==> config.mk <==
export PLATFORM = sky130hd
export DESIGN_NAME = dmr_dram_end_flat
export DESIGN_NICKNAME = d
export VERILOG_FILES = /design/src/hdl/dmr_pkg.sv /design/src/hdl/dmr_link_if.sv /design/src/hdl/dmr_dram_end.sv /design/src/hdl/dmr_lock_timer.sv /design/src/flat_wrapper.sv
export SDC_FILE = /design/constraint.sdc
export NUM_CORES = 1
export LEC_CHECK = 0
export ABC_AREA = 0
export BUFFER_PORTS_ARGS = -buffer_cell sky130_fd_sc_hd__buf_2
export CAP_MARGIN = 20
export CORE_ASPECT_RATIO = 0.8
export CORE_MARGIN = 2
export CORE_UTILIZATION = 56
export DETAILED_ROUTE_END_ITERATION = 16
export GPL_ROUTABILITY_DRIVEN = 0
export HOLD_SLACK_MARGIN = 0.12
export PLACE_DENSITY = 0.87
export SYNTH_ARGS = -nofsm -noshare
export SYNTH_HDL_FRONTEND = slang
export SYNTH_SLANG_ARGS = --single-unit
==> constraint.sdc <==
create_clock -name pclk -period 4.32 [get_ports pclk]
set_clock_uncertainty 0.15 [all_clocks]
set_input_delay 0.432 -clock pclk [delete_from_list [all_inputs] [get_ports pclk]]
set_output_delay 0.432 -clock pclk [all_outputs]
set_load 0.05 [all_outputs]
==> src/hdl/dmr_pkg.sv <==
package dmr_pkg;

	// ----------------------------------------------------------------
	// Command pins {act_n, ras_n, cas_n, we_n} and register select
	// ----------------------------------------------------------------
	localparam logic [3:0] DMR_CMD_NOP = 4'hf;
	localparam logic [3:0] DMR_CMD_MRS = 4'h8;
	localparam logic [3:0] DMR_CMD_REF = 4'h9;
	localparam logic [3:0] DMR_CMD_RD  = 4'hd;
	localparam logic [3:0] DMR_CMD_WR  = 4'hc;
	localparam logic [3:0] DMR_CMD_ACT = 4'h0;
	localparam logic [2:0] DMR_SEL_MR0 = 3'h0;
	localparam logic [2:0] DMR_SEL_MR1 = 3'h1;
	localparam logic [2:0] DMR_SEL_MR2 = 3'h2;
	localparam logic [2:0] DMR_SEL_MR5 = 3'h5;

	// ----------------------------------------------------------------
	// Mode image layout (bits 21:0 on bg, ba and a pins)
	// ----------------------------------------------------------------
	localparam int DMR_A_W      = 18;
	localparam int DMR_IMG_W    = 22;
	localparam int DMR_SEL_LO   = 18;
	localparam int DMR_MR1_W    = 14;
	localparam int DMR_MR1_RXEQ2 = 13;
	localparam int DMR_MR1_QOFF = 12;
	localparam int DMR_MR1_EXTRA_TERMINATION_STROBE = 11;
	localparam int DMR_MR1_NOM_HI = 10;
	localparam int DMR_MR1_NOM_LO = 8;
	localparam int DMR_MR1_WLEV = 7;
	localparam int DMR_MR1_RXEQ1 = 6;
	localparam int DMR_MR1_RXEQ0 = 5;
	localparam int DMR_MR1_AL_HI = 4;
	localparam int DMR_MR1_AL_LO = 3;
	localparam int DMR_MR1_ODI_HI = 2;
	localparam int DMR_MR1_ODI_LO = 1;
	localparam int DMR_MR1_DLL  = 0;
	localparam int DMR_MR2_WR_HI = 11;
	localparam int DMR_MR2_WR_LO = 9;
	localparam int DMR_MR2_CWL_HI = 5;
	localparam int DMR_MR2_CWL_LO = 3;
	localparam int DMR_MR5_PARK_HI = 8;
	localparam int DMR_MR5_PARK_LO = 6;
	localparam int DMR_MR0_DLL_RST = 8;

	// Sanitising masks for the controller
	localparam logic [21:0] DMR_RSV_MASK  = 22'h220000;
	localparam logic [21:0] DMR_RXEQ_MASK = 22'h002060;
	localparam logic [21:0] DMR_NOM_MASK  = 22'h000700;
	localparam logic [21:0] DMR_WRT_MASK  = 22'h000600;

	// Additive latency codes
	localparam logic [1:0] DMR_AL_OFF = 2'h0;
	localparam logic [1:0] DMR_AL_M1  = 2'h1;
	localparam logic [1:0] DMR_AL_M2  = 2'h2;

	// ----------------------------------------------------------------
	// Reset values and counts
	// ----------------------------------------------------------------
	localparam logic [13:0] DMR_MR1_RESET  = 14'h0000;
	localparam logic [2:0]  DMR_FIELD3_RESET = 3'h0;
	localparam int          DMR_LOCK_CYCLES = 512;
	localparam int          DMR_MAX_AL     = 32;

	// ----------------------------------------------------------------
	// Controller registers on APB
	// ----------------------------------------------------------------
	localparam logic [7:0] DMR_REG_CMD    = 8'h00;
	localparam logic [7:0] DMR_REG_DATA   = 8'h04;
	localparam logic [7:0] DMR_REG_STATUS = 8'h08;
	localparam logic [7:0] DMR_REG_CONFIG = 8'h0c;
	localparam int DMR_ST_LOCK = 0;
	localparam int DMR_ST_ERR  = 1;
	localparam int DMR_ST_DLL  = 2;
	localparam int DMR_ST_SR   = 3;
	localparam int DMR_CF_GEAR = 0;
	localparam int DMR_CF_ODT  = 1;

	typedef enum logic [2:0] {
		DMR_OP_NOP,
		DMR_OP_MRS,
		DMR_OP_ACT,
		DMR_OP_RD,
		DMR_OP_WR,
		DMR_OP_SRE,
		DMR_OP_SRX
	} dmr_op_t;

endpackage : dmr_pkg

==> src/hdl/dmr_link_if.sv <==
`timescale 1ns/1ps
interface dmr_link_if;
	logic        cs_n;
	logic [3:0]  cmd;
	logic        cke;
	logic        odt;
	logic [1:0]  bg;
	logic [1:0]  ba;
	logic [17:0] a;

	modport ctrl (output cs_n, cmd, cke, odt, bg, ba, a);
	modport dev  (input cs_n, cmd, cke, odt, bg, ba, a);
endinterface : dmr_link_if

==> src/hdl/dmr_dram_end.sv <==
// Function
// - Controller writes zero to bits 21, 17.
// - Bit 12 disconnects drivers and termination.
// - Bit 11 enables extra strobe, by-8 only.
// - Bits 10:8 pick nominal termination ohms.
// - Bit 7 enters write leveling mode.
// - Controller keeps receiver equalization at 000.
// - Bits 4:3 pick additive latency.
// - No latency minus one in gear-down.
// - Bits 2:1 pick driver impedance.
// - Bit 0 enables the delay-locked loop.
// - Loop enabled for normal operation.
// - Self-refresh turns loop off, then on.
// - Wait lock time before READ after reset.
// - Clock enable high throughout lock interval.
// - Writes need loop only with write termination; the controller refuses a WRITE only in self-refresh.
// - Loop off keeps termination disabled; the controller drives the termination pin low but never masks park termination.
// - Loop off clears write termination field; the controller masks bits 10:9 only, not bit 11.
// - Write termination applies during writes.
// - Park termination while termination pin low.
// - Hold column commands for additive latency.
// - Total latencies add additive latency.
// - Mode set carries select and fields.
// - Loop reset bit clears itself.
//
// The APB interface to the registers and the placing of the registers were left to the implementer.
`timescale 1ns/1ps
module dmr_dram_end #(
	parameter int   MAX_AL = dmr_pkg::DMR_MAX_AL,
	parameter logic IS_X8  = 1'b1
) (
	// Clock and reset
	input  wire logic  pclk,
	input  wire logic  presetn,
	// Command link
	dmr_link_if.dev    link,
	// Latency from the first mode register
	input  wire logic [5:0] read_cas_delay,
	// Decoded settings
	output logic       output_disable,
	output logic       extra_termination_strobe,
	output logic [7:0] nominal_termination_ohm,
	output logic       write_leveling_mode,
	output logic [2:0] receiver_equalization,
	output logic [5:0] additive_cmd_delay,
	output logic [7:0] driver_impedance_ohm,
	output logic [6:0] read_total_delay,
	output logic [6:0] write_total_delay,
	// Pin state
	output logic       driver_on,
	output logic [7:0] termination_ohm,
	// Loop state
	output logic       dll_active,
	output logic       dll_locked,
	output logic       dll_reset_bit,
	output logic       self_refresh,
	// Internal column commands
	output logic       int_read,
	output logic       int_write,
	output logic       read_dll_fault,
	output logic       write_dll_fault
);
	localparam logic [5:0] AL_MAX_TAP = 6'(MAX_AL);

	// ----------------------------------------------------------------
	// Lookups
	// ----------------------------------------------------------------

	// Nominal and park code to ohms, zero meaning off
	function automatic logic [7:0] nom_ohm(input logic [2:0] code);
		case (code)
			3'h1:    nom_ohm = 8'h3c;
			3'h2:    nom_ohm = 8'h78;
			3'h3:    nom_ohm = 8'h28;
			3'h4:    nom_ohm = 8'hf0;
			3'h5:    nom_ohm = 8'h30;
			3'h6:    nom_ohm = 8'h50;
			3'h7:    nom_ohm = 8'h22;
			default: nom_ohm = 8'h00;
		endcase
	endfunction : nom_ohm

	// Write termination code to ohms; high-Z and reserved give zero
	function automatic logic [7:0] wr_ohm(input logic [2:0] code);
		case (code)
			3'h1:    wr_ohm = 8'h78;
			3'h2:    wr_ohm = 8'hf0;
			3'h4:    wr_ohm = 8'h50;
			default: wr_ohm = 8'h00;
		endcase
	endfunction : wr_ohm

	// Driver code to ohms; code 3 reads as zero
	function automatic logic [7:0] odi_ohm(input logic [1:0] code);
		case (code)
			2'h0:    odi_ohm = 8'h22;
			2'h1:    odi_ohm = 8'h30;
			2'h2:    odi_ohm = 8'h28;
			default: odi_ohm = 8'h00;
		endcase
	endfunction : odi_ohm

	// Write column delay code to cycles
	function automatic logic [5:0] cwl_cycles(input logic [2:0] code);
		case (code)
			3'h0:    cwl_cycles = 6'h09;
			3'h1:    cwl_cycles = 6'h0a;
			3'h2:    cwl_cycles = 6'h0b;
			3'h3:    cwl_cycles = 6'h0c;
			3'h4:    cwl_cycles = 6'h0e;
			3'h5:    cwl_cycles = 6'h10;
			3'h6:    cwl_cycles = 6'h12;
			default: cwl_cycles = 6'h14;
		endcase
	endfunction : cwl_cycles

	// ----------------------------------------------------------------
	// Command decode
	// ----------------------------------------------------------------
	logic [13:0] mode_one;
	logic [2:0]  write_termination;
	logic [2:0]  write_cas_code;
	logic [2:0]  park_termination;
	logic        cke_q;
	logic        rd_fault_q;
	logic        wr_fault_q;
	logic [MAX_AL:0] rd_pipe;
	logic [MAX_AL:0] wr_pipe;

	wire       sel_cmd = !link.cs_n;
	wire [2:0] mr_sel  = {link.bg[0], link.ba};
	wire       is_mrs  = sel_cmd && (link.cmd == dmr_pkg::DMR_CMD_MRS);
	wire       mr0_wr  = is_mrs && (mr_sel == dmr_pkg::DMR_SEL_MR0);
	wire       mr1_wr  = is_mrs && (mr_sel == dmr_pkg::DMR_SEL_MR1);
	wire       mr2_wr  = is_mrs && (mr_sel == dmr_pkg::DMR_SEL_MR2);
	wire       mr5_wr  = is_mrs && (mr_sel == dmr_pkg::DMR_SEL_MR5);
	wire       is_rd   = sel_cmd && (link.cmd == dmr_pkg::DMR_CMD_RD);
	wire       is_wr   = sel_cmd && (link.cmd == dmr_pkg::DMR_CMD_WR);
	wire       is_ref  = sel_cmd && (link.cmd == dmr_pkg::DMR_CMD_REF);
	wire       sr_entry = is_ref && cke_q && !link.cke;
	wire       sr_exit  = self_refresh && link.cke;

	// ----------------------------------------------------------------
	// Mode register capture
	// ----------------------------------------------------------------

	// Whole first register taken in the command cycle
	always_ff @(posedge pclk or negedge presetn) begin
		if (!presetn) begin
			mode_one <= dmr_pkg::DMR_MR1_RESET;
		end else if (mr1_wr) begin
			mode_one <= link.a[13:0];
		end
	end

	// Neighbour register fields this block depends on
	always_ff @(posedge pclk or negedge presetn) begin
		if (!presetn) begin
			write_termination <= dmr_pkg::DMR_FIELD3_RESET;
			write_cas_code    <= dmr_pkg::DMR_FIELD3_RESET;
			park_termination  <= dmr_pkg::DMR_FIELD3_RESET;
		end else begin
			if (mr2_wr) begin
				write_termination <= link.a[11:9];
				write_cas_code    <= link.a[5:3];
			end
			if (mr5_wr) begin
				park_termination <= link.a[8:6];
			end
		end
	end

	// Loop reset bit clears itself one cycle after it is set
	always_ff @(posedge pclk or negedge presetn) begin
		if (!presetn) begin
			dll_reset_bit <= 1'b0;
		end else begin
			dll_reset_bit <= mr0_wr && link.a[8];
		end
	end

	// ----------------------------------------------------------------
	// Field decode
	// ----------------------------------------------------------------
	wire [1:0] al_code  = mode_one[4:3];
	wire       dll_bit  = mode_one[dmr_pkg::DMR_MR1_DLL];
	wire       dll_ready = dll_active && dll_locked;
	wire [5:0] al_tap;

	assign output_disable           = mode_one[dmr_pkg::DMR_MR1_QOFF];
	assign driver_on                = !output_disable;
	assign extra_termination_strobe =
		mode_one[dmr_pkg::DMR_MR1_EXTRA_TERMINATION_STROBE] && IS_X8;
	assign nominal_termination_ohm  = nom_ohm(mode_one[10:8]);
	assign write_leveling_mode      =
		mode_one[dmr_pkg::DMR_MR1_WLEV];
	assign receiver_equalization    = {mode_one[13], mode_one[6:5]};
	assign driver_impedance_ohm     = output_disable ? 8'h00 :
		odi_ohm(mode_one[2:1]);
	assign additive_cmd_delay =
		(al_code == dmr_pkg::DMR_AL_M1) ? read_cas_delay - 6'h01 :
		(al_code == dmr_pkg::DMR_AL_M2) ? read_cas_delay - 6'h02 :
		6'h00;
	assign read_total_delay  = {1'b0, additive_cmd_delay} +
		{1'b0, read_cas_delay};
	assign write_total_delay = {1'b0, additive_cmd_delay} +
		{1'b0, cwl_cycles(write_cas_code)};

	// Loop runs when enabled and not in self-refresh
	assign dll_active = dll_bit && !self_refresh;

	// ----------------------------------------------------------------
	// Self-refresh and loop lock
	// ----------------------------------------------------------------

	// Track clock enable and self-refresh state
	always_ff @(posedge pclk or negedge presetn) begin
		if (!presetn) begin
			cke_q        <= 1'b1; // Idle level of the pin
			self_refresh <= 1'b0;
		end else begin
			cke_q <= link.cke;
			if (sr_entry) begin
				self_refresh <= 1'b1;
			end else if (sr_exit) begin
				self_refresh <= 1'b0;
			end
		end
	end

	// Relock after a loop reset or after self-refresh exit
	dmr_lock_timer #(
		.CYCLES (dmr_pkg::DMR_LOCK_CYCLES)
	) u_lock (
		.pclk    (pclk),
		.presetn (presetn),
		.start   (dll_reset_bit || (sr_exit && dll_bit)),
		.enable  (dll_active),
		.hold_ok (link.cke),
		.busy    (),
		.locked  (dll_locked)
	);

	// ----------------------------------------------------------------
	// Additive latency hold
	// ----------------------------------------------------------------

	// Column commands shift through; tap picks the held copy
	always_ff @(posedge pclk or negedge presetn) begin
		if (!presetn) begin
			rd_pipe <= '0;
			wr_pipe <= '0;
		end else begin
			rd_pipe <= {rd_pipe[MAX_AL-1:0], is_rd};
			wr_pipe <= {wr_pipe[MAX_AL-1:0], is_wr};
		end
	end

	assign al_tap = (additive_cmd_delay > AL_MAX_TAP) ? AL_MAX_TAP :
		additive_cmd_delay;
	assign int_read  = rd_pipe[al_tap];
	assign int_write = wr_pipe[al_tap];

	// Flag reads, and writes with write termination set, that ran without a locked loop
	always_ff @(posedge pclk or negedge presetn) begin
		if (!presetn) begin
			rd_fault_q <= 1'b0;
			wr_fault_q <= 1'b0;
		end else begin
			rd_fault_q <= int_read && !dll_ready;
			wr_fault_q <= int_write && !dll_ready &&
				(write_termination != 3'h0);
		end
	end

	assign read_dll_fault  = rd_fault_q;
	assign write_dll_fault = wr_fault_q;

	// ----------------------------------------------------------------
	// Termination selection
	// ----------------------------------------------------------------

	// Off when outputs disabled, write value during writes, park on low pin
	assign termination_ohm =
		output_disable ? 8'h00 :
		(int_write && (write_termination != 3'h0)) ?
			wr_ohm(write_termination) :
		!link.odt ? nom_ohm(park_termination) :
		nominal_termination_ohm;

endmodule : dmr_dram_end

==> src/hdl/dmr_lock_timer.sv <==
`timescale 1ns/1ps
module dmr_lock_timer #(
	parameter int CYCLES = dmr_pkg::DMR_LOCK_CYCLES
) (
	// Clock and reset
	input  wire logic pclk,
	input  wire logic presetn,
	// Control
	input  wire logic start,
	input  wire logic enable,
	input  wire logic hold_ok,
	// Status
	output logic      busy,
	output logic      locked
);
	localparam int CW = $clog2(CYCLES + 1);
	localparam logic [CW-1:0] LOAD = CW'(CYCLES);
	localparam logic [CW-1:0] ONE  = CW'(1);

	logic [CW-1:0] count;

	// Count the lock interval; a low hold input restarts it.
	// A start beats a low enable, so a relock launched in the
	// very cycle that leaves self-refresh is not lost.
	always_ff @(posedge pclk or negedge presetn) begin
		if (!presetn) begin
			count  <= '0;
			busy   <= 1'b0;
			locked <= 1'b0;
		end else if (start || (enable && busy && !hold_ok)) begin
			count  <= LOAD;
			busy   <= 1'b1;
			locked <= 1'b0;
		end else if (!enable) begin
			busy   <= 1'b0;
			locked <= 1'b0;
		end else if (busy) begin
			count  <= count - ONE;
			busy   <= (count != ONE);
			locked <= (count == ONE);
		end
	end
endmodule : dmr_lock_timer

==> src/flat_wrapper.sv <==
// flat-port wrapper written by rule: the top's interface ports become plain ports
module dmr_dram_end_flat 
#(
	parameter int   MAX_AL = dmr_pkg::DMR_MAX_AL,
	parameter logic IS_X8  = 1'b1
)
  (pclk, presetn, read_cas_delay, output_disable, extra_termination_strobe, nominal_termination_ohm, write_leveling_mode, receiver_equalization, additive_cmd_delay, driver_impedance_ohm, read_total_delay, write_total_delay, driver_on, termination_ohm, dll_active, dll_locked, dll_reset_bit, self_refresh, int_read, int_write, read_dll_fault, write_dll_fault, link_cs_n, link_cmd, link_cke, link_odt, link_bg, link_ba, link_a);
  dmr_link_if link_i ();
  input  wire logic pclk;
  input  wire logic presetn;
  input  wire logic [5:0] read_cas_delay;
  output logic output_disable;
  output logic extra_termination_strobe;
  output logic [7:0] nominal_termination_ohm;
  output logic write_leveling_mode;
  output logic [2:0] receiver_equalization;
  output logic [5:0] additive_cmd_delay;
  output logic [7:0] driver_impedance_ohm;
  output logic [6:0] read_total_delay;
  output logic [6:0] write_total_delay;
  output logic driver_on;
  output logic [7:0] termination_ohm;
  output logic dll_active;
  output logic dll_locked;
  output logic dll_reset_bit;
  output logic self_refresh;
  output logic int_read;
  output logic int_write;
  output logic read_dll_fault;
  output logic write_dll_fault;
  input wire logic [$bits(link_i.cs_n)-1:0] link_cs_n;
  input wire logic [$bits(link_i.cmd)-1:0] link_cmd;
  input wire logic [$bits(link_i.cke)-1:0] link_cke;
  input wire logic [$bits(link_i.odt)-1:0] link_odt;
  input wire logic [$bits(link_i.bg)-1:0] link_bg;
  input wire logic [$bits(link_i.ba)-1:0] link_ba;
  input wire logic [$bits(link_i.a)-1:0] link_a;
  assign link_i.cs_n = link_cs_n;
  assign link_i.cmd = link_cmd;
  assign link_i.cke = link_cke;
  assign link_i.odt = link_odt;
  assign link_i.bg = link_bg;
  assign link_i.ba = link_ba;
  assign link_i.a = link_a;
  dmr_dram_end #(.MAX_AL(MAX_AL), .IS_X8(IS_X8)) u_core (.pclk(pclk), .presetn(presetn), .link(link_i), .read_cas_delay(read_cas_delay), .output_disable(output_disable), .extra_termination_strobe(extra_termination_strobe), .nominal_termination_ohm(nominal_termination_ohm), .write_leveling_mode(write_leveling_mode), .receiver_equalization(receiver_equalization), .additive_cmd_delay(additive_cmd_delay), .driver_impedance_ohm(driver_impedance_ohm), .read_total_delay(read_total_delay), .write_total_delay(write_total_delay), .driver_on(driver_on), .termination_ohm(termination_ohm), .dll_active(dll_active), .dll_locked(dll_locked), .dll_reset_bit(dll_reset_bit), .self_refresh(self_refresh), .int_read(int_read), .int_write(int_write), .read_dll_fault(read_dll_fault), .write_dll_fault(write_dll_fault));
endmodule
==> flow_metrics.py, run 1 <==
metrics = {
    "run_status": {
        "outcome": "complete, but fails checks",
        "violations": "design-rule violations",
    },
    "layout": {
        "layout.nets": 621,
        "post-route-util_pct": 68.41,
        "multi_input_area_mm2": 0.002499,
        "final_area_mm2": 0.006262,
        "seqCellArea_mm2": 0.002659,
        "drive_gt1_share_pct": 28.90,
        "diodes": 0,
        "area_growth_pct": 17.54,
        "fill_cells": 644,
    },
    "pwr": {
        "total_power_mw": 2.700,
        "p_per_area_mw_per_mm2": 431.2,
        "intPower_mw": 1.774,
        "power_switching_mw": 0.9264,
        "combPwrFrac_pct": 27.1,
        "p_sw_share_pct": 34.31,
        "pwr-share-seq_pct": 40.1,
        "clkPwrFrac_pct": 32.8,
        "p_leak_nw": 3.105,
        "vdd_drop_max_uv": 271.0,
    },
    "sta": {
        "maxSlewViolCount": 0,
        "fmax_mhz": 240.3,
        "setup_violations": 0,
        "worst_slew_pin_slew_ns": 0.6768,
        "slew_headroom_pct": 54.25,
        "rsz0062_at_grt": "no",
        "hold_slack_ns": 0.1495,
        "layout_min_cycle_time_ns": 4.161,
        "fin_crit_sh_pct": 96.33,
        "hold_viol_final": 0,
    },
    "placed_design": {
        "dp_hpwl_um": 8963,
        "port_buffers": 84,
        "dpl_cell_area_mm2": 0.005846,
    },
    "critical_path": {
        "cp_slowest_cell": "dfrtp_4",
        "arrival_ns": 3.58,
        "cp.required_ns": 3.74,
        "critical_path_buf_inv_count": 3,
        "max_stage_delay_ns": 0.58,
        "worstPathCellList": "or2b_4, o22a_2, inv_2, buf_4, a21oi_1, a2111oi_1, o32a_1, nand4_1, a221oi_1, buf_2",
        "end_kind": "output pin",
        "worstSetupPathType": "reg2out",
        "cp-start-kind": "register",
        "path_max_fanout": 18,
        "path_delay_family": "compound AO/OA/AOI/OAI gates",
        "r2r_slack_ns": 1.04,
    },
    "global_routing": {
        "track_usage_pct": 26.09,
        "grt_pass1_wl_um": 21090,
        "antenna_found_initial": 0,
        "overflow": 0,
        "grt_pass1_vias": 4225,
        "grt_max_degree": 84,
    },
    "cts": {
        "clockRootBuffer": "clkbuf_16",
        "clock_sinks": 106,
        "h-tree-depth": 3,
        "cts_tree": "built",
        "cts_made_buffers": 9,
        "clock_path_buffers": 2,
        "cts.clk_slew.worst_paths_ns": 0.07,
        "clk-insertion-delay-late_ns": 0.34,
    },
    "flow_run": {
        "maxCapViolCount": 0,
    },
    "detailed_routing": {
        "ant_nets": 0,
        "via_count": 4261,
        "wl_per_cell_um": 19.25,
        "drtIter0Drc": 267,
        "drc": 2,
        "drt-pass1-iter-count": 12,
        "routed_wl_um": 13200,
        "vias_per_cell": 6.211,
    },
    "floorplanning": {
        "pin_count": 96,
        "die-width_um": 113.1,
        "rows": 31,
        "dieHeight_um": 91.24,
        "die_area_mm2": 0.01031,
        "core-area_mm2": 0.009154,
        "start_util_pct": 58.20,
    },
    "yosys": {
        "yosys_warnings": 0,
        "netlist.area_leader.share_pct": 49.32,
        "synth_top_cell_by_area": "dfrtp_1",
        "synth_cells": 473,
        "syn_area_per_cell_um2": 11.26,
        "ys_types": 81,
        "synth_area_mm2": 0.005328,
        "yosysSeqAreaShare_pct": 49.81,
        "yosys-top-cells-count": "dfrtp_1 (105), a21oi_1 (31), nor2_1 (30)",
        "async_flop_share_pct": 100.0,
        "synth_ff_type": "dfrtp_1",
        "synth_area_leaders": "dfrtp_1 (49%), mux2_2 (5.3%), ha_1 (3.8%), a21oi_1 (2.9%), nor2_1 (2.1%)",
        "synth_seq_cells": 106,
        "synth.most_common_cell": "dfrtp_1",
        "synth_edf_count": 0,
    },
    "hold_path": {
        "hold_class": "in2reg",
    },
}
[worst register-to-register path, cell delays in order (launching register included)]
cell,delay [ns]
dfrtp_4,0.58
or2b_4,0.33
o22a_2,0.31
inv_2,0.16
buf_4,0.20
mux4_2,0.51
and2_1,0.18
nor4b_1,0.54
a2111oi_0,0.16
[logic make-up after synthesis]
| kind of cell | count (synthesis) | synth area share, % |
|---|---|---|
| multiplexers | 36 | 8.290 |
| XOR/XNOR | 18 | 2.959 |
| AO/OA/AOI/OAI | 108 | 14.40 |
| other | 1 | 0.07039 |
| flip-flops | 106 | 49.81 |
| adder cells (fa/ha/maj) | 18 | 4.509 |
| buffers and inverters | 40 | 3.828 |
| AND/OR/NAND/NOR | 146 | 16.13 |
[flip-flops by register name, indices dropped and copies added, names as in the netlist]
| register | count |
|---|---|
| u_core.cke_q | 1 |
| u_core.dll_reset_bit | 1 |
| u_core.mode_one | 14 |
| u_core.park_termination | 3 |
| u_core.rd_pipe | 33 |
| u_core.read_dll_fault | 1 |
| u_core.self_refresh | 1 |
| u_core.u_lock.busy | 1 |
| u_core.u_lock.count | 10 |
| u_core.u_lock.locked | 1 |
| u_core.wr_pipe | 33 |
| u_core.write_cas_code | 3 |
| u_core.write_dll_fault | 1 |
| u_core.write_termination | 3 |
[worst paths after layout]
check,start,end,cells past startpoint
max,u_core.mode_one[4]$_DFFE_PN0P_,termination_ohm[6],10
min,link_bg[0],u_core.dll_reset_bit$_DFF_PN0_,2
max reg2reg,u_core.mode_one[4]$_DFFE_PN0P_,u_core.read_dll_fault$_DFF_PN0_,8
min reg2reg,u_core.wr_pipe[3]$_DFF_PN0_,u_core.wr_pipe[4]$_DFF_PN0_,0
max in group asynchronous,presetn,u_core.cke_q$_DFF_PN1_,4
min in group asynchronous,presetn,u_core.rd_pipe[22]$_DFF_PN0_,2
[placed cells by master, fill, tap and decap left out, types with 7 or more instances in the layout]
| master | count |
|---|---|
| and3_1 | 8 |
| nor2_1 | 29 |
| xnor2_1 | 12 |
| mux2_2 | 25 |
| buf_4 | 13 |
| nand2_1 | 19 |
| nor3_1 | 14 |
| nand2b_1 | 11 |
| o21ai_0 | 15 |
| mux2i_1 | 7 |
| dfrtp_1 | 103 |
| ha_1 | 16 |
| buf_2 | 82 |
| and2_1 | 7 |
| clkbuf_16 | 9 |
| nor2b_1 | 8 |
| a21oi_1 | 31 |
| inv_1 | 14 |
[power groups by stage]
stage          clock network (mW)  registers [mW]  logic [mW]
6_report                    0.886            1.08       0.731
5_1_grt                     0.950            1.09       0.773
4_1_cts                     0.899            1.08       0.715
3_5_place_dp                    0            1.10       0.706
3_3_place_gp                    0            1.09       0.690
2_1_floorplan                   0            1.10       0.539
[metrics by stage]
stage	setup WS [ns]	TNS [ns]	instances
global route	0.009716	0	686
floorplan	-0.4604	-0.9208	478
finish	0.1586	0	686
CTS	0.004046	0	681
detailed placement	0.2536	0	664
global placement	0.3433	0	664
[layer usage]
metal  vias to the layer above  part of all wire [%]  GRT usage (%)
met1                      2146                    40          34.96
met3                        24                   7.2          5.541
met5                         -                     0              0
li1                       1911                     -              -
met2                       180                    51          43.26
met4                         0                   1.9          7.419
[timing repair]
| item | CTS | global route |
|---|---|---|
| pin swaps | 0 | 0 |
| hold endpoints to repair | 1 | 24 |
| resized for setup | 1 | 7 |
| hold buffers | 1 | 1 |
| endpoints found under the setup margin | 1 | 9 |
| buffers inserted | 0 | 3 |
[layout make-up]
class / instances / share of cell area [%]
Clock inverter: 5 / 1.359
Multi-Input combinational cell: 332 / 39.90
Inverter: 18 / 1.119
Clock buffer: 11 / 3.876
Sequential cell: 106 / 42.46
Tap cell: 115 / 2.298
Timing Repair Buffer: 99 / 8.991
No activity file was read; power rests on OpenSTA's default activity.
==> run 2: changes to the inputs <==
--- a/config.mk
+++ b/config.mk
@@ -15,6 +15,7 @@
 export GPL_ROUTABILITY_DRIVEN = 0
 export HOLD_SLACK_MARGIN = 0.12
 export PLACE_DENSITY = 0.87
+export SKIP_LAST_GASP = 1
 export SYNTH_ARGS = -nofsm -noshare
 export SYNTH_HDL_FRONTEND = slang
 export SYNTH_SLANG_ARGS = --single-unit
==> constraint.sdc (replaced) <==
create_clock -name pclk -period 4.32 [get_ports pclk]
set_clock_uncertainty 0.15 [all_clocks]
set_input_delay 0.864 -clock pclk [delete_from_list [all_inputs] [get_ports pclk]]
set_output_delay 0.864 -clock pclk [all_outputs]
set_load 0.05 [all_outputs]
==> run 2 against run 1 <==
  * The flow finishes with violations (design-rule violations, negative setup slack)
  * Clock power increased by 3.3%
  * Core utilization increased by 9.6 points
  * Power increased by 8.2%
  * Sequential share of layout area decreased by 5.2 points
==> flow_metrics.py, run 2 (synthesis results as in run 1) <==
metrics = {
    "run_status": {
        "outcome": "complete, but fails checks",
        "violations": "design-rule violations, negative setup slack",
    },
    "global_routing": {
        "use_met1_pct": 37.77,
        "antenna_found_initial": 0,
        "grt_use_met2_pct": 49.10,
        "grt_max_degree": 61,
        "track_usage_pct": 29.61,
        "grt_pass1_wl_um": 23860,
        "grt_pass1_vias": 4699,
        "grt-busiest-layer": "met2",
        "overflow": 0,
        "grtUsageMet3_pct": 6.876,
    },
    "floorplanning": {
        "pin_count": 96,
        "dieHeight_um": 91.24,
        "rows": 31,
        "die_area_mm2": 0.01031,
        "die-width_um": 113.1,
        "core-area_mm2": 0.009154,
        "start_util_pct": 58.20,
    },
    "hold_path": {
        "hold_class": "reg2reg",
        "min_from": "u_core.wr_pipe[5]$_DFF_PN0_",
    },
    "pwr": {
        "p_per_area_mw_per_mm2": 409.2,
        "combPwrFrac_pct": 31.5,
        "total_power_mw": 2.921,
        "pwr-share-seq_pct": 37.2,
        "power_switching_mw": 1.028,
        "clkPwrFrac_pct": 31.3,
        "intPower_mw": 1.894,
        "p_sw_share_pct": 35.18,
        "p_leak_nw": 3.493,
        "vdd_drop_max_uv": 377.7,
    },
    "cts": {
        "clk-insertion-delay-late_ns": 0.35,
        "clock_sinks": 106,
        "cts_made_buffers": 9,
        "h-tree-depth": 3,
        "cts_tree": "built",
        "clock_path_buffers": 2,
        "clockRootBuffer": "clkbuf_16",
        "cts.clk_slew.worst_paths_ns": 0.07,
        "postCtsHoldBufs": 0,
    },
    "sta": {
        "layout_min_cycle_time_ns": 4.372,
        "fmax_mhz": 228.7,
        "maxSlewViolCount": 0,
        "setup_violations": 8,
        "slew_headroom_pct": 47.91,
        "layout_setup_ws_ns": -0.05185,
        "hold_slack_ns": 0.2267,
        "worst_slew_pin_slew_ns": 0.7705,
        "fin_crit_sh_pct": 101.2,
        "rsz0062_at_grt": "yes",
        "hold_viol_final": 0,
    },
    "critical_path": {
        "critPathLaunch": "u_core.mode_one[3]$_DFFE_PN0P_",
        "timing.rr.start": "u_core.mode_one[3]$_DFFE_PN0P_",
        "end_kind": "output pin",
        "worstSetupPathType": "reg2out",
        "cp-start-kind": "register",
        "cp.required_ns": 3.31,
        "path_max_fanout": 15,
        "arrival_ns": 3.36,
    },
    "detailed_routing": {
        "drt-pass1-iter-count": 11,
        "routed_wl_um": 16370,
        "via_count": 4790,
        "drc": 2,
        "drtIter0Drc": 344,
        "vias_per_cell": 6.412,
        "wl_per_cell_um": 21.91,
        "ant_nets": 0,
    },
    "layout": {
        "final_area_mm2": 0.007139,
        "layout_commonest_cell": "dfrtp_1",
        "final_cells": 747,
        "area_growth_pct": 34.01,
        "reg_top3": "u_core.rd_pipe x33, u_core.wr_pipe x33, u_core.mode_one x14",
        "layout.nets": 682,
        "seqCellArea_mm2": 0.002659,
        "drive_gt1_share_pct": 41.93,
        "fill_cells": 491,
        "diodes": 0,
        "multi_input_area_mm2": 0.002781,
        "most-common-layout-cells": "dfrtp_1 (103), buf_4 (74), buf_2 (68), a21oi_1 (28), nor2_1 (27)",
    },
    "placed_design": {
        "dp_hpwl_um": 10190,
        "placed_cells": 717,
        "port_buffers": 84,
        "dpl_cell_area_mm2": 0.006380,
    },
    "flow_run": {
        "maxCapViolCount": 0,
    },
}
[run 2: cell count changes in the layout (fill, tap and decap cells not counted), moves of 4 or more]
cell,change
xnor2_1,-4
buf_6,+14
buf_2,-14
buf_4,+61
inv_1,-4
[run 2: per-stage QoR]
stage	setup WS, ns	utilization (%)	setup TNS, ns
after global routing	-0.1295	77.99	-0.8029
after global placement	-0.2331	69.70	-1.639
after floorplan	-0.3226	-	-0.9792
final	-0.05185	77.99	-0.1964
after detailed placement	-0.2824	69.70	-2.576
after CTS	-0.03613	75.59	-0.04452
[run 2: cell type report]
class                      instances  share of cell area (%)
multi-input combinational        332                   38.96
sequential                       106                   37.24
timing repair buffer             160                   15.67
clock buffer                      10                   3.347
tap                              115                   2.015
inverter                          18                   1.420
clock inverter                     6                   1.349
[run 2: path summary, 6_finish.rpt]
path / endpoint / slack, ns / depth (start not counted)
worst max-delay path: termination_ohm[6] / -0.05 / 12
worst min-delay path: u_core.wr_pipe[6]$_DFF_PN0_ / 0.23 / 0
worst max register to register: u_core.read_dll_fault$_DFF_PN0_ / 1.16 / 9
worst min register to register: u_core.wr_pipe[6]$_DFF_PN0_ / 0.23 / 0
max in group asynchronous: u_core.cke_q$_DFF_PN1_ / 2.68 / 2
min in group asynchronous: u_core.rd_pipe[21]$_DFF_PN0_ / 0.42 / 1
[run 2: per-layer routing]
metal	vias to the layer above	routed length [µm]
li1	2032	-
met1	2360	6232
met2	302	7935
met3	96	1405
met4	0	794
met5	-	0
[run 2: power groups by stage]
stage / Clock [mW] / Combinational, mW / Sequential, mW
after floorplan: 0 / 0.569 / 1.10
after global placement: 0 / 0.773 / 1.10
after detailed placement: 0 / 0.797 / 1.10
after CTS: 0.916 / 0.843 / 1.08
after global routing: 0.958 / 0.960 / 1.09
final: 0.915 / 0.919 / 1.09
[run 2: critical path, stage by stage, from the launching register on]
cell and delay, ns:
dfrtp_2 0.54, nand2b_2 0.33, o22a_4 0.31, inv_2 0.16
buf_4 0.15, a21oi_1 0.06, a221o_1 0.36, o211ai_1 0.16
buf_4 0.20, nand4_1 0.11, buf_6 0.16, a221oi_4 0.25
buf_6 0.19
[run 2: timing repair]
action,CTS,global route
resized for setup,36,50
setup endpoints to repair,15,14
pin swaps,9,17
buffers inserted,8,6
hold endpoints to repair,0,0
==> run 3: changes to the inputs <==
--- a/config.mk
+++ b/config.mk
@@ -8,7 +8,7 @@
 export ABC_AREA = 0
 export BUFFER_PORTS_ARGS = -buffer_cell sky130_fd_sc_hd__buf_2
 export CAP_MARGIN = 20
-export CORE_ASPECT_RATIO = 0.8
+export CORE_ASPECT_RATIO = 0.7
 export CORE_MARGIN = 2
 export CORE_UTILIZATION = 56
 export DETAILED_ROUTE_END_ITERATION = 16
==> run 3 against run 2 <==
  * The run ends with negative setup slack left
  * Sequential share of layout area shrank 0.12 points
  * Critical endpoint unchanged
  * Critical path depth decreased by 2
  * Non-clock buffer count increased by 7
==> flow_metrics.py, run 3 (synthesis results as in run 1) <==
metrics = {
    "critical_path": {
        "worstSetupPathType": "in2out",
        "cp_slowest_cell": "nor3b_4",
        "worstPathCellList": "buf_8, buf_4, nor3b_4, a21oi_1, o22ai_2, nand3_1, o32a_1, and3_4, a221oi_4, buf_6",
        "cp-start-kind": "input port",
        "path_delay_family": "compound AO/OA/AOI/OAI gates",
        "max_stage_delay_ns": 0.46,
        "end_kind": "output pin",
        "critical_path_buf_inv_count": 3,
        "critPathLaunch": "read_cas_delay[1]",
        "timing.rr.start": "u_core.mode_one[3]$_DFFE_PN0P_",
        "cp.required_ns": 3.31,
        "path_max_fanout": 6,
        "arrival_ns": 3.34,
    },
    "pwr": {
        "intPower_mw": 1.760,
        "clkPwrFrac_pct": 28.0,
        "power_switching_mw": 1.043,
        "p_sw_share_pct": 37.21,
        "pwr-share-seq_pct": 38.9,
        "p_per_area_mw_per_mm2": 391.4,
        "combPwrFrac_pct": 33.1,
        "vdd_drop_max_uv": 364.2,
        "p_leak_nw": 3.462,
        "total_power_mw": 2.804,
    },
    "hold_path": {
        "hold_class": "reg2reg",
        "min_from": "u_core.rd_pipe[3]$_DFF_PN0_",
    },
    "floorplanning": {
        "dieHeight_um": 85.61,
        "die-width_um": 120.6,
        "pin_count": 96,
        "start_util_pct": 58.26,
        "rows": 29,
        "core-area_mm2": 0.009144,
        "die_area_mm2": 0.01032,
    },
    "detailed_routing": {
        "vias_per_cell": 6.377,
        "drtIter0Drc": 529,
        "routed_wl_um": 17120,
        "ant_nets": 0,
        "drc": 0,
        "drt-pass1-iter-count": 5,
        "wl_met3_um": 1562,
        "maxUsedRoutingLayer": "met4",
        "met1_length_um": 6667,
        "via_count": 4866,
        "wl_per_cell_um": 22.44,
        "dr_wl_met2_um": 8114,
    },
    "global_routing": {
        "overflow": 0,
        "grt_max_degree": 55,
        "grt_pass1_wl_um": 24720,
        "grt_pass1_vias": 4702,
        "antenna_found_initial": 0,
        "track_usage_pct": 31.03,
    },
    "layout": {
        "area_growth_pct": 34.45,
        "seqCellArea_mm2": 0.002659,
        "layout_commonest_cell": "dfrtp_1",
        "fill_cells": 528,
        "multi_input_area_mm2": 0.002800,
        "most-common-layout-cells": "dfrtp_1 (103), buf_4 (77), buf_2 (67), nor2_1 (28), a21oi_1 (27)",
        "diodes": 0,
        "final_cells": 763,
        "reg_top3": "u_core.rd_pipe x33, u_core.wr_pipe x33, u_core.mode_one x14",
        "final_area_mm2": 0.007163,
        "drive_gt1_share_pct": 43.35,
        "layout.nets": 689,
    },
    "placed_design": {
        "dp_hpwl_um": 10160,
        "dpl_cell_area_mm2": 0.006459,
        "place_ws_ns": -0.2517,
        "port_buffers": 84,
        "placed_cells": 735,
    },
    "sta": {
        "fmax_mhz": 229.6,
        "fin_crit_sh_pct": 100.8,
        "setup_violations": 7,
        "rsz0062_at_grt": "yes",
        "maxSlewViolCount": 0,
        "worst_slew_pin_slew_ns": 0.6805,
        "slew_headroom_pct": 53.99,
        "hold_viol_final": 0,
        "layout_min_cycle_time_ns": 4.355,
        "layout_setup_ws_ns": -0.03541,
    },
    "cts": {
        "cts_tree": "built",
        "cts.clk_slew.worst_paths_ns": 0.08,
        "clock_path_buffers": 2,
        "clockRootBuffer": "clkbuf_16",
        "clk-insertion-delay-late_ns": 0.36,
        "h-tree-depth": 3,
        "cts_made_buffers": 9,
        "clock_sinks": 106,
    },
    "run_status": {
        "violations": "negative setup slack",
        "outcome": "complete, but fails checks",
    },
    "flow_run": {
        "maxCapViolCount": 0,
    },
}
-- run 3: changes by cell type in the layout (fill, tap and decap cells not counted), moves of 2 or more --
cell,delta
clkinvlp_4,+2
bufinv_16,-2
buf_6,+5
clkinv_2,+2
buf_4,+3
a211oi_2,+2
-- run 3: repair_timing --
| item | in CTS | in global routing |
|---|---|---|
| setup buffers | 5 | 7 |
| endpoints found under the setup margin | 15 | 14 |
| hold buffers | 0 | 0 |
| endpoints found under the hold margin | 0 | 0 |
| pin swaps | 11 | 24 |
| gates resized for setup | 39 | 46 |
-- run 3: final cells by class --
class                           instances  share of cell area, %
Inverter                               18                  1.380
Clock inverter                          6                 0.5764
Multi-Input combinational cell        332                  39.09
Clock buffer                           10                  3.197
Timing Repair Buffer                  167                  16.47
Sequential cell                       106                  37.12
Tap cell                              124                  2.166
-- run 3: worst paths after layout --
path,slack [ns],to,cells after the start
setup / recovery,-0.04,termination_ohm[6],10
hold / removal,0.22,u_core.rd_pipe[4]$_DFF_PN0_,0
setup reg to reg,1.21,u_core.read_dll_fault$_DFF_PN0_,8
hold reg to reg,0.22,u_core.rd_pipe[4]$_DFF_PN0_,0
max in group asynchronous,2.74,u_core.cke_q$_DFF_PN1_,2
min in group asynchronous,0.40,u_core.rd_pipe[32]$_DFF_PN0_,1
-- run 3: metrics by stage --
| step | util [%] | hold WS (ns) | setup TNS [ns] |
|---|---|---|---|
| after detailed placement | 70.63 | 0.2091 | -2.258 |
| final | 78.34 | 0.2246 | -0.1828 |
| after CTS | 75.59 | 0.2172 | -0.1282 |
| after floorplan | - | 0.1963 | -0.9792 |
| after global routing | 78.34 | 0.2240 | -0.8111 |
| after global placement | 70.63 | 0.2013 | -1.284 |
-- run 3: power groups by stage --
stage               clock (mW)  combinational, mW  sequential [mW]
floorplan                    0              0.569             1.10
global placement             0              0.783             1.10
detailed placement           0              0.809             1.10
CTS                      0.769              0.859             1.08
global route             0.822              0.972             1.10
finish                   0.784              0.929             1.09
-- run 3: layer usage --
metal | track usage, % | vias to the layer above
met5 | 0 | -
met4 | 10.78 | 0
met3 | 7.580 | 99
met2 | 49.67 | 348
met1 | 41.97 | 2364
li1 | - | 2055
